$ cat src/vis_pkg.sv
package vis_pkg;

  // ==========================================================================
  // Register offsets (byte addresses in the special function area)
  localparam logic [7:0] VIS_UPPER_ENABLE_OFS = 8'h2C;
  localparam logic [7:0] VIS_UPPER_LATCH_OFS = 8'h2E;
  localparam logic [7:0] VIS_LOWER_ENABLE_OFS = 8'h3A;
  localparam logic [7:0] VIS_LOWER_LATCH_OFS = 8'h3C;

  // ==========================================================================
  // Source numbering and field positions
  localparam int VIS_NSRC = 32;
  localparam int VIS_SRC_SW = 1;
  localparam int VIS_SRC_WDT = 2;
  localparam int VIS_SRC_EXT0 = 3;
  localparam int VIS_MASTER_BIT = 0;
  localparam int VIS_BANK_ADD_W = 4;
  localparam logic [31:0] VIS_LATCH_RESET = 32'h0000_0000;
  localparam logic [31:0] VIS_ENABLE_RESET = 32'h0000_0000;
  localparam logic [15:0] VIS_LOW_LATCH_UNDEF = 16'hFFFC;

  // ==========================================================================
  // Vector table top and per-slot stride
  localparam logic [19:0] VIS_VECTOR_TOP = 20'hFFFFC;
  localparam logic [19:0] VIS_VECTOR_STRIDE = 20'h00004;

  // ==========================================================================
  // Acceptance timing in machine cycles
  localparam int VIS_ACCEPT_CYCLES = 12;
  localparam int VIS_STACK_BYTES = 5;
  localparam logic [7:0] VIS_TRAP_OPCODE = 8'hFF;
  localparam logic [3:0] VIS_CNT_W_MAX = 4'hF;

  typedef enum logic [2:0] {
    VIS_ST_IDLE,
    VIS_ST_PUSH,
    VIS_ST_VEC,
    VIS_ST_WAIT,
    VIS_ST_DONE
  } vis_state_e;

  // Register bus access from the core
  typedef struct packed {
    logic wr;
    logic rd;
    logic [7:0] addr;
    logic [15:0] wdata;
  } vis_sfr_s;

  // Sequencer-side status handed to the core
  typedef struct packed {
    logic push_stb;
    logic [2:0] push_idx;
    logic vec_stb;
    logic [19:0] vec_addr;
    logic start;
  } vis_seq_s;

endpackage : vis_pkg

$ cat src/vis_sequencer.sv
`timescale 1ns/10ps
// Functional notes
// - Maskable source except external zero accepted only when its enable flag is one.
// - Pending request stays latched until accepted, reset or cleared by a store.
// - Acceptance sequence takes 12 machine cycles after the instruction ends.
// - Acceptance clears master enable; pseudo non-maskable blocks all further interrupts (here maskable ones only while master enable stays zero).
// - Acceptance clears only the accepted source's latch.
// - Push status high, status low, counter ext, high, low; stack pointer down each.
// - Service entry address read from the accepted source's vector slot into counter.
// - Bank code fetched from vector table; low 4 bits added to bank selector.
// - Master enable zero blocks all maskable requests, even higher priority ones.
// - Maskable return pops counter and status, five increments, sets master enable.
// - Non-maskable return sets master enable only if it was one at acceptance.
// - Both returns decrement nesting counter and update nesting flag.
// - Bank selector restored with status word on both returns.
// - Requests sampled in instruction's final cycle; accept right after a return.
// - Trap instruction raises software interrupt immediately at highest priority.
// - Trap during pseudo non-maskable service acts as no operation.
// - Fetch from non-existent address returns FF, the trap opcode.
// - Fetch from RAM, function or buffer areas raises address-trap reset.
// - Low latch byte bits 1 and 0 read undefined.
// - Lowest source index wins among pending enabled requests.
// - Requests set latches; writes only clear; reset clears all.
// - Pseudo non-maskable ignores enables but never nests.
// - Master enable is bit 0 of low enable byte, reset to zero.
module vis_sequencer
  import vis_pkg::*;
(
  // Clock, reset, enable
  input wire logic clk,
  input wire logic rst_b,
  input wire logic clk_en,
  // Request sources (asynchronous pins, synchronised inside)
  input wire logic [VIS_NSRC-1:0] src_req,
  input wire logic ext0_en,
  // Register access from the core
  input wire vis_sfr_s special_function_area,
  output logic [15:0] sfr_rdata,
  // Instruction sequencer handshake
  input wire logic instr_last,
  input wire logic trap_op,
  input wire logic ret_mask_op,
  input wire logic ret_nmask_op,
  input wire logic fetch,
  input wire logic fetch_exists,
  input wire logic fetch_internal,
  input wire logic [7:0] fetch_byte,
  output logic [7:0] fetch_data,
  output logic addr_trap_rst,
  // Stack, vector and bank interface
  input wire logic [3:0] bank_code,
  input wire logic [3:0] bank_restore,
  output vis_seq_s seq,
  output logic [3:0] bank_sel,
  output logic sp_dec,
  output logic sp_inc,
  output logic busy,
  output logic master_enable,
  output logic nest_flag
);

  // ==========================================================================
  // Request pin synchroniser (two stages)
  // Requests arrive asynchronously, so two stages guard against metastability
  // Third stage only feeds the edge detector; the first stage only feeds the second
  logic [VIS_NSRC-1:0] req_m_q, req_s_q, req_p_q;
  logic [VIS_NSRC-1:0] req_m_d, req_s_d, req_p_d;
  always_comb begin
    req_m_d = src_req;
    req_s_d = req_m_q;
    req_p_d = req_s_q;
  end
  always_ff @(posedge clk or negedge rst_b) begin
    if (!rst_b) begin
      req_m_q <= '0;
      req_s_q <= '0;
      req_p_q <= '0;
    end else if (clk_en) begin
      req_m_q <= req_m_d;
      req_s_q <= req_s_d;
      req_p_q <= req_p_d;
    end
  end
  logic [VIS_NSRC-1:0] req_rise;
  assign req_rise = req_s_q & ~req_p_q;

  // ==========================================================================
  // Registers and control state
  logic [VIS_NSRC-1:0] latch_q, latch_d;
  logic [VIS_NSRC-1:0] enable_q, enable_d;
  logic nmi_busy_q, nmi_busy_d;
  logic nmi_saved_q, nmi_saved_d;
  logic [3:0] nest_q, nest_d;
  logic [3:0] bank_q, bank_d;
  vis_state_e st_q, st_d;
  logic [3:0] cnt_q, cnt_d;
  logic [4:0] sel_q, sel_d;
  vis_seq_s seq_q, seq_d;
  logic sp_dec_q, sp_dec_d, sp_inc_q, sp_inc_d;
  logic [2:0] inc_left_q, inc_left_d;
  logic [15:0] rdata_q, rdata_d;
  logic [7:0] fdata_q, fdata_d;
  logic trap_rst_q, trap_rst_d;
  // Status flags kept in flip-flops so the core sees clean levels
  logic busy_q, busy_d;
  logic nest_flag_q, nest_flag_d;
  logic [VIS_NSRC-1:0] rise_ok;

  // Priority pick: lowest index wins
  // Scan runs downward so the last hit, the lowest index, is kept
  logic [VIS_NSRC-1:0] eligible;
  logic found;
  logic [4:0] pick;
  always_comb begin
    eligible = '0;
    eligible[VIS_SRC_WDT] = latch_q[VIS_SRC_WDT] & ~nmi_busy_q;
    if (enable_q[VIS_MASTER_BIT]) begin
      for (int i = VIS_SRC_EXT0 + 1; i < VIS_NSRC; i++) begin
        eligible[i] = latch_q[i] & enable_q[i];
      end
      eligible[VIS_SRC_EXT0] = latch_q[VIS_SRC_EXT0] & ext0_en;
    end
    found = 1'b0;
    pick = '0;
    for (int i = VIS_NSRC - 1; i >= VIS_SRC_WDT; i--) begin
      if (eligible[i]) begin
        found = 1'b1;
        pick = 5'(i);
      end
    end
  end

  // Next-state computation
  always_comb begin
    latch_d = latch_q;
    enable_d = enable_q;
    nmi_busy_d = nmi_busy_q;
    nmi_saved_d = nmi_saved_q;
    nest_d = nest_q;
    bank_d = bank_q;
    st_d = st_q;
    cnt_d = cnt_q;
    sel_d = sel_q;
    seq_d = '0;
    seq_d.push_idx = seq_q.push_idx;
    seq_d.vec_addr = seq_q.vec_addr;
    sp_dec_d = 1'b0;
    sp_inc_d = 1'b0;
    inc_left_d = inc_left_q;
    // writes clear latches with plain store value
    if (special_function_area.wr && special_function_area.addr == VIS_LOWER_LATCH_OFS) begin
      latch_d[15:0] = latch_q[15:0] & special_function_area.wdata;
      latch_d[VIS_SRC_WDT] = latch_q[VIS_SRC_WDT];
    end
    if (special_function_area.wr && special_function_area.addr == VIS_UPPER_LATCH_OFS) begin
      latch_d[31:16] = latch_q[31:16] & special_function_area.wdata;
    end
    if (special_function_area.wr && special_function_area.addr == VIS_LOWER_ENABLE_OFS) begin
      // master enable bit 0 of low byte
      enable_d[15:0] = special_function_area.wdata;
      enable_d[2:1] = 2'b00;
    end
    if (special_function_area.wr && special_function_area.addr == VIS_UPPER_ENABLE_OFS) begin
      enable_d[31:16] = special_function_area.wdata;
    end
    // Return and a new acceptance may coincide; the acceptance below then wins
    // return operations
    if (instr_last && (ret_mask_op || ret_nmask_op) && st_q == VIS_ST_IDLE) begin
      inc_left_d = 3'(VIS_STACK_BYTES);
      bank_d = bank_restore;
      if (nest_q != '0) begin
        nest_d = nest_q - 4'h1;
      end
      if (ret_mask_op) begin
        enable_d[VIS_MASTER_BIT] = 1'b1;
      end else begin
        enable_d[VIS_MASTER_BIT] = nmi_saved_q;
        nmi_busy_d = 1'b0;
      end
    end
    if (inc_left_q != '0) begin
      sp_inc_d = 1'b1;
      inc_left_d = inc_left_q - 3'h1;
    end
    unique case (st_q)
      VIS_ST_IDLE: begin
        // sample at final cycle of each instruction
        if (instr_last) begin
          // trap highest, no operation inside pseudo non-maskable
          if (trap_op && !nmi_busy_q) begin
            sel_d = 5'(VIS_SRC_SW);
            st_d = VIS_ST_PUSH;
          end else if (found && !(trap_op && nmi_busy_q)) begin
            sel_d = pick;
            st_d = VIS_ST_PUSH;
            latch_d[pick] = 1'b0;
          end
          if (st_d == VIS_ST_PUSH) begin
            cnt_d = '0;
            seq_d.start = 1'b1;
            nest_d = nest_q + 4'h1;
            enable_d[VIS_MASTER_BIT] = 1'b0;
            if (sel_d <= 5'(VIS_SRC_WDT)) begin
              nmi_busy_d = 1'b1;
              nmi_saved_d = enable_q[VIS_MASTER_BIT];
            end
          end
        end
      end
      VIS_ST_PUSH: begin
        // five byte pushes in fixed order
        seq_d.push_stb = 1'b1;
        seq_d.push_idx = cnt_q[2:0];
        sp_dec_d = 1'b1;
        cnt_d = cnt_q + 4'h1;
        if (cnt_q == 4'(VIS_STACK_BYTES - 1)) begin
          st_d = VIS_ST_VEC;
        end
      end
      VIS_ST_VEC: begin
        // Slot address steps down from the top of the table by source index
        // vector slot of selected source only
        seq_d.vec_stb = 1'b1;
        seq_d.vec_addr = VIS_VECTOR_TOP - VIS_VECTOR_STRIDE * 20'(sel_q);
        cnt_d = cnt_q + 4'h1;
        st_d = VIS_ST_WAIT;
      end
      VIS_ST_WAIT: begin
        cnt_d = cnt_q + 4'h1;
        if (cnt_q == 4'(VIS_ACCEPT_CYCLES - 2)) begin
          st_d = VIS_ST_DONE;
          bank_d = bank_q + bank_code[VIS_BANK_ADD_W-1:0];
        end
      end
      VIS_ST_DONE: begin
        st_d = VIS_ST_IDLE;
      end
    endcase
    // requests set latches, set beats clear
    // A disabled external zero pin may not set its latch at all
    rise_ok = req_rise;
    if (!ext0_en) begin
      rise_ok[VIS_SRC_EXT0] = 1'b0;
    end
    latch_d = latch_d | rise_ok;
    latch_d[VIS_SRC_SW] = 1'b0;
    // Flags follow the next state so they leave a flip-flop
    busy_d = (st_d != VIS_ST_IDLE);
    nest_flag_d = (nest_d != '0);
  end

  // Read data, fetch substitution and address trap
  always_comb begin
    // Read data holds until the next read so the core may take it late
    rdata_d = rdata_q;
    if (special_function_area.rd) begin
      unique case (special_function_area.addr)
        // low two bits undefined, returned as ones
        VIS_LOWER_LATCH_OFS: rdata_d = latch_q[15:0] | ~VIS_LOW_LATCH_UNDEF;
        VIS_UPPER_LATCH_OFS: rdata_d = latch_q[31:16];
        VIS_LOWER_ENABLE_OFS: rdata_d = enable_q[15:0];
        VIS_UPPER_ENABLE_OFS: rdata_d = enable_q[31:16];
        default: rdata_d = '0;
      endcase
    end
    fdata_d = (fetch && !fetch_exists) ? VIS_TRAP_OPCODE : fetch_byte;
    trap_rst_d = fetch && fetch_internal;
  end

  // Register all state
  // Clock enable low freezes every flip-flop below
  always_ff @(posedge clk or negedge rst_b) begin
    if (!rst_b) begin
      latch_q <= VIS_LATCH_RESET;
      enable_q <= VIS_ENABLE_RESET;
      nmi_busy_q <= 1'b0;
      nmi_saved_q <= 1'b0;
      nest_q <= '0;
      bank_q <= '0;
      st_q <= VIS_ST_IDLE;
      cnt_q <= '0;
      sel_q <= '0;
      seq_q <= '0;
      sp_dec_q <= 1'b0;
      sp_inc_q <= 1'b0;
      inc_left_q <= '0;
      rdata_q <= '0;
      fdata_q <= '0;
      trap_rst_q <= 1'b0;
      busy_q <= 1'b0;
      nest_flag_q <= 1'b0;
    end else if (clk_en) begin
      latch_q <= latch_d;
      enable_q <= enable_d;
      nmi_busy_q <= nmi_busy_d;
      nmi_saved_q <= nmi_saved_d;
      nest_q <= nest_d;
      bank_q <= bank_d;
      st_q <= st_d;
      cnt_q <= cnt_d;
      sel_q <= sel_d;
      seq_q <= seq_d;
      sp_dec_q <= sp_dec_d;
      sp_inc_q <= sp_inc_d;
      inc_left_q <= inc_left_d;
      rdata_q <= rdata_d;
      fdata_q <= fdata_d;
      trap_rst_q <= trap_rst_d;
      busy_q <= busy_d;
      nest_flag_q <= nest_flag_d;
    end
  end

  // Outputs straight from flip-flops
  assign sfr_rdata = rdata_q;
  assign fetch_data = fdata_q;
  assign addr_trap_rst = trap_rst_q;
  assign seq = seq_q;
  assign bank_sel = bank_q;
  assign sp_dec = sp_dec_q;
  assign sp_inc = sp_inc_q;
  assign busy = busy_q;
  assign master_enable = enable_q[VIS_MASTER_BIT];
  assign nest_flag = nest_flag_q;

endmodule : vis_sequencer

$ cat config.mk
export PLATFORM = sky130hd
export DESIGN_NAME = vis_sequencer
export DESIGN_NICKNAME = d
export VERILOG_FILES = /design/src/vis_pkg.sv /design/src/vis_sequencer.sv
export SDC_FILE = /design/constraint.sdc
export NUM_CORES = 1
export LEC_CHECK = 0
export BUFFER_PORTS_ARGS = -buffer_cell sky130_fd_sc_hd__clkbuf_2
export CORE_MARGIN = 2
export CORE_UTILIZATION = 58
export CTS_CLUSTER_DIAMETER = 40
export DETAILED_ROUTE_END_ITERATION = 7
export GPL_TIMING_DRIVEN = 0
export PLACE_DENSITY = 0.8
export SYNTH_ARGS = -nofsm -noshare
export SYNTH_HDL_FRONTEND = slang
export SYNTH_SLANG_ARGS = --single-unit
$ cat constraint.sdc
create_clock -name clk -period 2.73 [get_ports clk]
set_clock_uncertainty 0.2 [all_clocks]
set_input_delay 0 -clock clk [delete_from_list [all_inputs] [get_ports clk]]
set_output_delay 0 -clock clk [all_outputs]
set_load 0.05 [all_outputs]
-- Word level (Yosys, flattened, before mapping)
Index checks and enable logic that the tools add are counted.
- add/sub/neg operators: 6
- $lt $le $gt $ge: 3
- eq/ne operators: 13
- muxes and demuxes: 116
- bitwise logic cells: 38
- reductions and logical operators: 33
- operators with widths (kind ; count):
    5-bit 2-to-1 mux ; 34
    32-bit 2-to-1 mux ; 4
    32-bit bitwise AND ; 2
    32-bit NOT ; 2
    16-bit one-hot mux with 4 select lines ; 1
    1-bit 2-to-1 mux ; 49
    4-bit 2-to-1 mux ; 11
    16-bit bitwise AND ; 2
    8-bit by 6-bit equality test with 1-bit output (second input constant) ; 4
    16-bit 2-to-1 mux ; 2
    32-bit OR ; 1
    1-bit bitwise AND ; 30
    29-bit 2-to-1 mux ; 1
    3-bit 2-to-1 mux ; 9
    21-bit 2-to-1 mux ; 1
    3-bit one-hot mux with 5 select lines ; 1
    1-bit logical AND ; 12
    2-bit AND reduction ; 6
    3-bit by 8-bit subtractor with 9-bit output (first input constant) ; 1
    4-bit by 1-bit adder with 4-bit output (second input constant) ; 2
    8-bit 2-to-1 mux ; 1
    4-bit one-hot mux with 2 select lines ; 1
    4-bit nonzero test ; 2
    3-bit by 1-bit equality test with 1-bit output (second input constant) ; 2
    23 further kinds ; 28
- flip-flop bits (word level): 237

-- Depth between registers and ports, before layout
- word-level depth: 43
- depth in mapped cells: 10
- depth with buffers taken out: 9

-- Least setup slack after synthesis
OpenSTA, ideal clock, no wires.
- path type: flip-flop to flip-flop
- start: register enable_q[0]
- end: register nmi_saved_q
- library setup time: 125 ps
- data arrival time: 2392 ps
- required time: 2405 ps
- path slack: 13 ps
- stages on the path, launching flop included: 9
- buffers on the path: 2
- period minus slack after synthesis: 2717 ps
- cell sequence: dfrtp_1 > buf_2 > buf_2 > o21a_1 > o21ai_0 > a21oi_1 > a21oi_1 > o221ai_2 > mux2_4
- cells in the longest elaborated chain, start to end: 38
- elaborated cells on any way between the ends: 73
- ends and longest elaborated chain (what ; line ; text):
    start, declared ; vis_sequencer.sv:90 ; logic [VIS_NSRC-1:0] enable_q, enable_d;
    start signal, assigned ; vis_sequencer.sv:294 ; enable_q <= enable_d;
    29-bit 2-to-1 mux ; vis_sequencer.sv:117 ; if (enable_q[VIS_MASTER_BIT]) begin
    1-bit 2-to-1 mux (30 in series) ; vis_sequencer.sv:126 ; if (eligible[i]) begin
    1-bit logical AND ; vis_sequencer.sv:193 ; end else if (found && !(trap_op && nmi_busy_q)) begin
    5-bit 2-to-1 mux / 3-bit 2-to-1 mux (equally long branches) ; vis_sequencer.sv:193 ;
    5-bit 2-to-1 mux / 3-bit 2-to-1 mux (equally long branches) ; vis_sequencer.sv:190 ; if (trap_op && !nmi_busy_q) begin
    5-bit 2-to-1 mux / 3-bit 2-to-1 mux (equally long branches) ; vis_sequencer.sv:188 ; if (instr_last) begin
    5-bit 2-to-1 mux / 3-bit 2-to-1 mux (equally long branches) ; vis_sequencer.sv:185 ; unique case (st_q)
    5-bit by 2-bit <= comparator with 1-bit output / 3-bit by 1-bit equality test with 1-bit output (equally long branches) ; vis_sequencer.sv:203, vis_sequencer.sv:198 ;
    5-bit AND reduction (no source line) ; -- ;
    end signal, assigned ; vis_sequencer.sv:296 ; nmi_saved_q <= nmi_saved_d;
    end, declared ; vis_sequencer.sv:92 ; logic nmi_saved_q, nmi_saved_d;
Parallel ways exist; a longest one is shown, timed or not. The select of a mux whose other input is x is not followed.
A chain may end at the register's enable or synchronous reset.

-- Worst setup path after layout
- start: register latch_q[5]
- end: register nmi_saved_q
- cells in the longest elaborated chain, start to end: 13
- elaborated cells on any way between the ends: 22
- ends and longest elaborated chain (what ; line ; text):
    start, declared ; vis_sequencer.sv:89 ; logic [VIS_NSRC-1:0] latch_q, latch_d;
    start signal, assigned ; vis_sequencer.sv:293 ; latch_q <= latch_d;
    1-bit bitwise AND * ; vis_sequencer.sv:119 ; eligible[i] = latch_q[i] & enable_q[i];
    29-bit 2-to-1 mux * ; vis_sequencer.sv:117 ;
    1-bit 2-to-1 mux (4 in series) ; vis_sequencer.sv:126 ;
    1-bit logical AND ; vis_sequencer.sv:193 ;
    5-bit 2-to-1 mux / 3-bit 2-to-1 mux (equally long branches) ; vis_sequencer.sv:193 ;
    5-bit 2-to-1 mux / 3-bit 2-to-1 mux (equally long branches) ; vis_sequencer.sv:190 ;
    5-bit 2-to-1 mux / 3-bit 2-to-1 mux (equally long branches) ; vis_sequencer.sv:188 ;
    5-bit 2-to-1 mux / 3-bit 2-to-1 mux (equally long branches) ; vis_sequencer.sv:185 ;
    5-bit by 2-bit <= comparator with 1-bit output / 3-bit by 1-bit equality test with 1-bit output (equally long branches) ; vis_sequencer.sv:203, vis_sequencer.sv:198 ;
    5-bit AND reduction (no source line) * ; -- ;
Mark *: on every way between the ends. The rest lies on a longest branch, timed or not. The select of a mux whose other input is x is not followed.

==> impl_results.md <==
* Status: complete, but fails checks
* Failing checks: hold timing, setup timing
* Dominant cells by area after synthesis: dfrtp_1 (52%), mux2_2 (10%), o21ai_0 (6.0%), nand2_1 (4.4%), a22o_1 (2.7%)
* Worst Path Required at 2.95 ns
* Initial antenna violation count at 0
* Setup Viol. Count Final at 1
* Fraction of layout cells with a size suffix above 1 at 31.0%
* Drc violations at 0
* Tot Pwr at 11.6 mW
* Die width at 138 um
* Synth Cell Area at 0.0104 sq mm
* Mean area per synthesized cell at 10.5 sq um
* Top cells by count, synth: dfrtp_1 (215), o21ai_0 (125), nand2_1 (123), mux2_2 (95)
* Pwr Density at 839 mW/mm^2
* Total Routing Usage GR at 32.4%
* Routed vias at 9493
* Crit. End Element: register
* DP HPWL at 20.0 mm
* Area growth from synthesis to layout at 33.0%
* Antenna Nets Post-Route at 0
* Row count at 49
* Final Max Tran Viols at 0
* Logic pwr share at 33.4%
* Crit path max fanout at 7
* Critical path startpoint: latch_q[5]$_DFFE_PN0P_
* WHS at -0.0149 ns
* CTS root buffer: clkbuf_16
* Net Sw Frac at 37.2%
* Avg Vias per Cell at 6.19
* Num CTS Buffers at 28
* Most common cell in the synthesized netlist: dfrtp_1
* Post-synth cell types at 72
* CTS Sinks at 215
* FF+latch count, synth at 215
* Kind of critical path: register to register
* Worst r2r src: latch_q[5]$_DFFE_PN0P_
* Crit share post-route at 101%
* Sequential share of power at 35.1%
* Gpl congestion at 0.949
* Final WL at 31.8 mm
* Post-place setup slack at -0.269 ns
* CTS tree: done
* Initial core utilization at 58.6%
* Crit path launch type: register
* NetSw at 4.33 mW
* RSZ-0062 raised after global routing: true
* Max-cap violations at 0
* Pin count of the biggest net entering global routing at 113
* Seq/Total Area, Yosys at 51.6%
* VDD IR max at 0.000949 V
* Top cell type's share of synthesized area at 51.6%
* Number of synthesized flops with an enable pin at 0
* DR iter-0 viols at 1018
* Fraction of registers with async set/reset at 100%
* Synth area leader: dfrtp_1
* Die footprint at 0.0191 sq mm
* Worst setup slack after layout at -0.0163 ns
* Internal power at 7.30 mW
* Worst-case clock buffer depth at 3
* Fin nets at 1379
* Pre-antenna DRT Iters at 7
* H-tree depth at 1
* Critical Path AT at 2.96 ns
* Via count of the first global-routing pass at 9315
* Warning count from the yosys run at 0
* Fin. Hold Viols at 28
* Clk pwr share at 31.5%
* Post-route minimum period at 2.75 ns
* Main synth FF type: dfrtp_1
* Fillcell total at 1091
* Die Ht at 138 um
* Core ar. at 0.0178 sq mm
* Cells after Synth at 992
* Storage element area at 0.00540 sq mm
* Drt wl/cell at 20.7 um
* First-pass GRT wire length at 49.5 mm
* Ant. Diodes at 0
* Worst hold-check path type: input pin to asynchronous set/reset pin
* Worst-Margin Slew at 0.910 ns
* Worst-path clk slew at 0.06 ns
* Slew HR at 39.3%
* Static Leak at 6.21 nW
* Clock latency on the worst-skew pair at 0.53 ns
* Grt total ovfl at 0
* Area of the multi-input gates at 0.00488 sq mm
* Buffers on Ports at 140
* I/O pins at 145
* Achievable Freq at 0.364 GHz
## metrics by stage
stage               hold WS, ns  instances  util [%]  area [sq um]  setup TNS, ns
detailed placement     -0.00866       1363      64.4         11500          -4.10
finish                  -0.0149       1534      78.0         13900        -0.0163
floorplan                -0.496        993         -         10400              0
global placement         0.0318       1362      64.2         11400        -561.39
CTS                     0.00130       1518      76.0         13500              0
global route             0.0379       1534      78.0         13900         -0.255
## per-layer routing
layer	vias to the layer above	wire length, um	track usage [%]
li1	4209	-	-
met1	4569	12400	42.2
met2	569	15000	52.1
met3	146	2700	6.75
met4	0	1730	16.0
met5	-	0	0
## sequential cells by signal, indices dropped and copies added, names as in the netlist
| name | count |
|---|---|
| cnt_q | 4 |
| bank_sel | 4 |
| busy | 1 |
| sel_q | 5 |
| inc_left_q | 3 |
| nest_flag | 1 |
| latch_q | 30 |
| nmi_saved_q | 1 |
| addr_trap_rst | 1 |
| req_p_q | 30 |
| req_p_d | 30 |
| seq | 12 |
| sp_inc | 1 |
| req_m_q | 30 |
| nmi_busy_q | 1 |
| enable_q | 30 |
| sfr_rdata | 16 |
| st_q | 3 |
| nest_q | 4 |
| fetch_data | 8 |
## power by group through the flow
stage,clock network (mW),registers [mW],logic (mW)
after floorplan,0,4.47,1.99
after CTS,3.69,4.05,3.63
final,3.67,4.08,3.89
after global placement,0,4.06,3.18
after global routing,3.84,4.14,4.13
after detailed placement,0,4.09,3.25
## repair_timing
| action | 4_1_cts | 5_1_grt |
|---|---|---|
| hold buffers | 93 | 0 |
| hold endpoints to repair | 239 | 0 |
| setup buffers | 12 | 16 |
| pin swaps | 9 | 17 |
| setup endpoints to repair | 35 | 38 |
| resized for setup | 27 | 52 |
## worst paths after layout
path / to / slack, ns / cells past startpoint
setup / recovery: nmi_saved_q$_DFFE_PN0P_ / -0.02 / 8
hold / removal: seq[23]$_DFFE_PN0P_ / -0.01 / 2
setup reg to reg: nmi_saved_q$_DFFE_PN0P_ / -0.02 / 8
hold reg to reg: req_p_d[13]$_DFFE_PN0P_ / 0.28 / 2
max in group asynchronous: latch_q[31]$_DFFE_PN0P_ / 1.31 / 3
min in group clk: req_m_q[16]$_DFFE_PN0P_ / 0.04 / 3
## cell usage in the layout, fill, tap and decap left out, types with 22 or more instances in the layout
cell type	n
buf_4	43
nor2_1	44
nand2_1	122
clkbuf_1	38
clkbuf_16	29
inv_1	44
a21oi_1	32
o221ai_1	29
mux2_2	95
a22oi_1	31
dlygate4sd3_1	93
o21ai_0	123
a22o_1	22
clkbuf_2	139
dfrtp_1	197
## final cells by class
class | instances | share of cell area (%)
Multi-Input combinational cell | 673 | 35.2
Clock inverter | 17 | 1.26
Buffer | 59 | 2.09
Tap cell | 229 | 2.07
Timing Repair Buffer | 262 | 13.6
Inverter | 45 | 1.22
Sequential cell | 215 | 39.0
Clock buffer | 34 | 5.59
## worst max-delay path, stage by stage (launching register included)
cell	delay [ns]
dfrtp_1	0.46
a22o_1	0.34
o21ai_4	0.29
nand3_4	0.19
a2111oi_1	0.45
a21oi_1	0.10
and2_1	0.19
o221ai_2	0.09
mux2_4	0.32
## cells by family after synthesis
| kind of cell | after synthesis | share of synthesized area [%] |
|---|---|---|
| buffers and inverters | 105 | 4.37 |
| adder cells (fa/ha/maj) | 10 | 1.27 |
| AND/OR/NAND/NOR | 244 | 10.8 |
| AO/OA/AOI/OAI | 312 | 20.7 |
| XOR/XNOR | 7 | 0.588 |
| flip-flops | 215 | 51.6 |
| multiplexers | 98 | 10.6 |
| other | 1 | 0.0360 |
No activity file was read; power rests on OpenSTA's default activity.
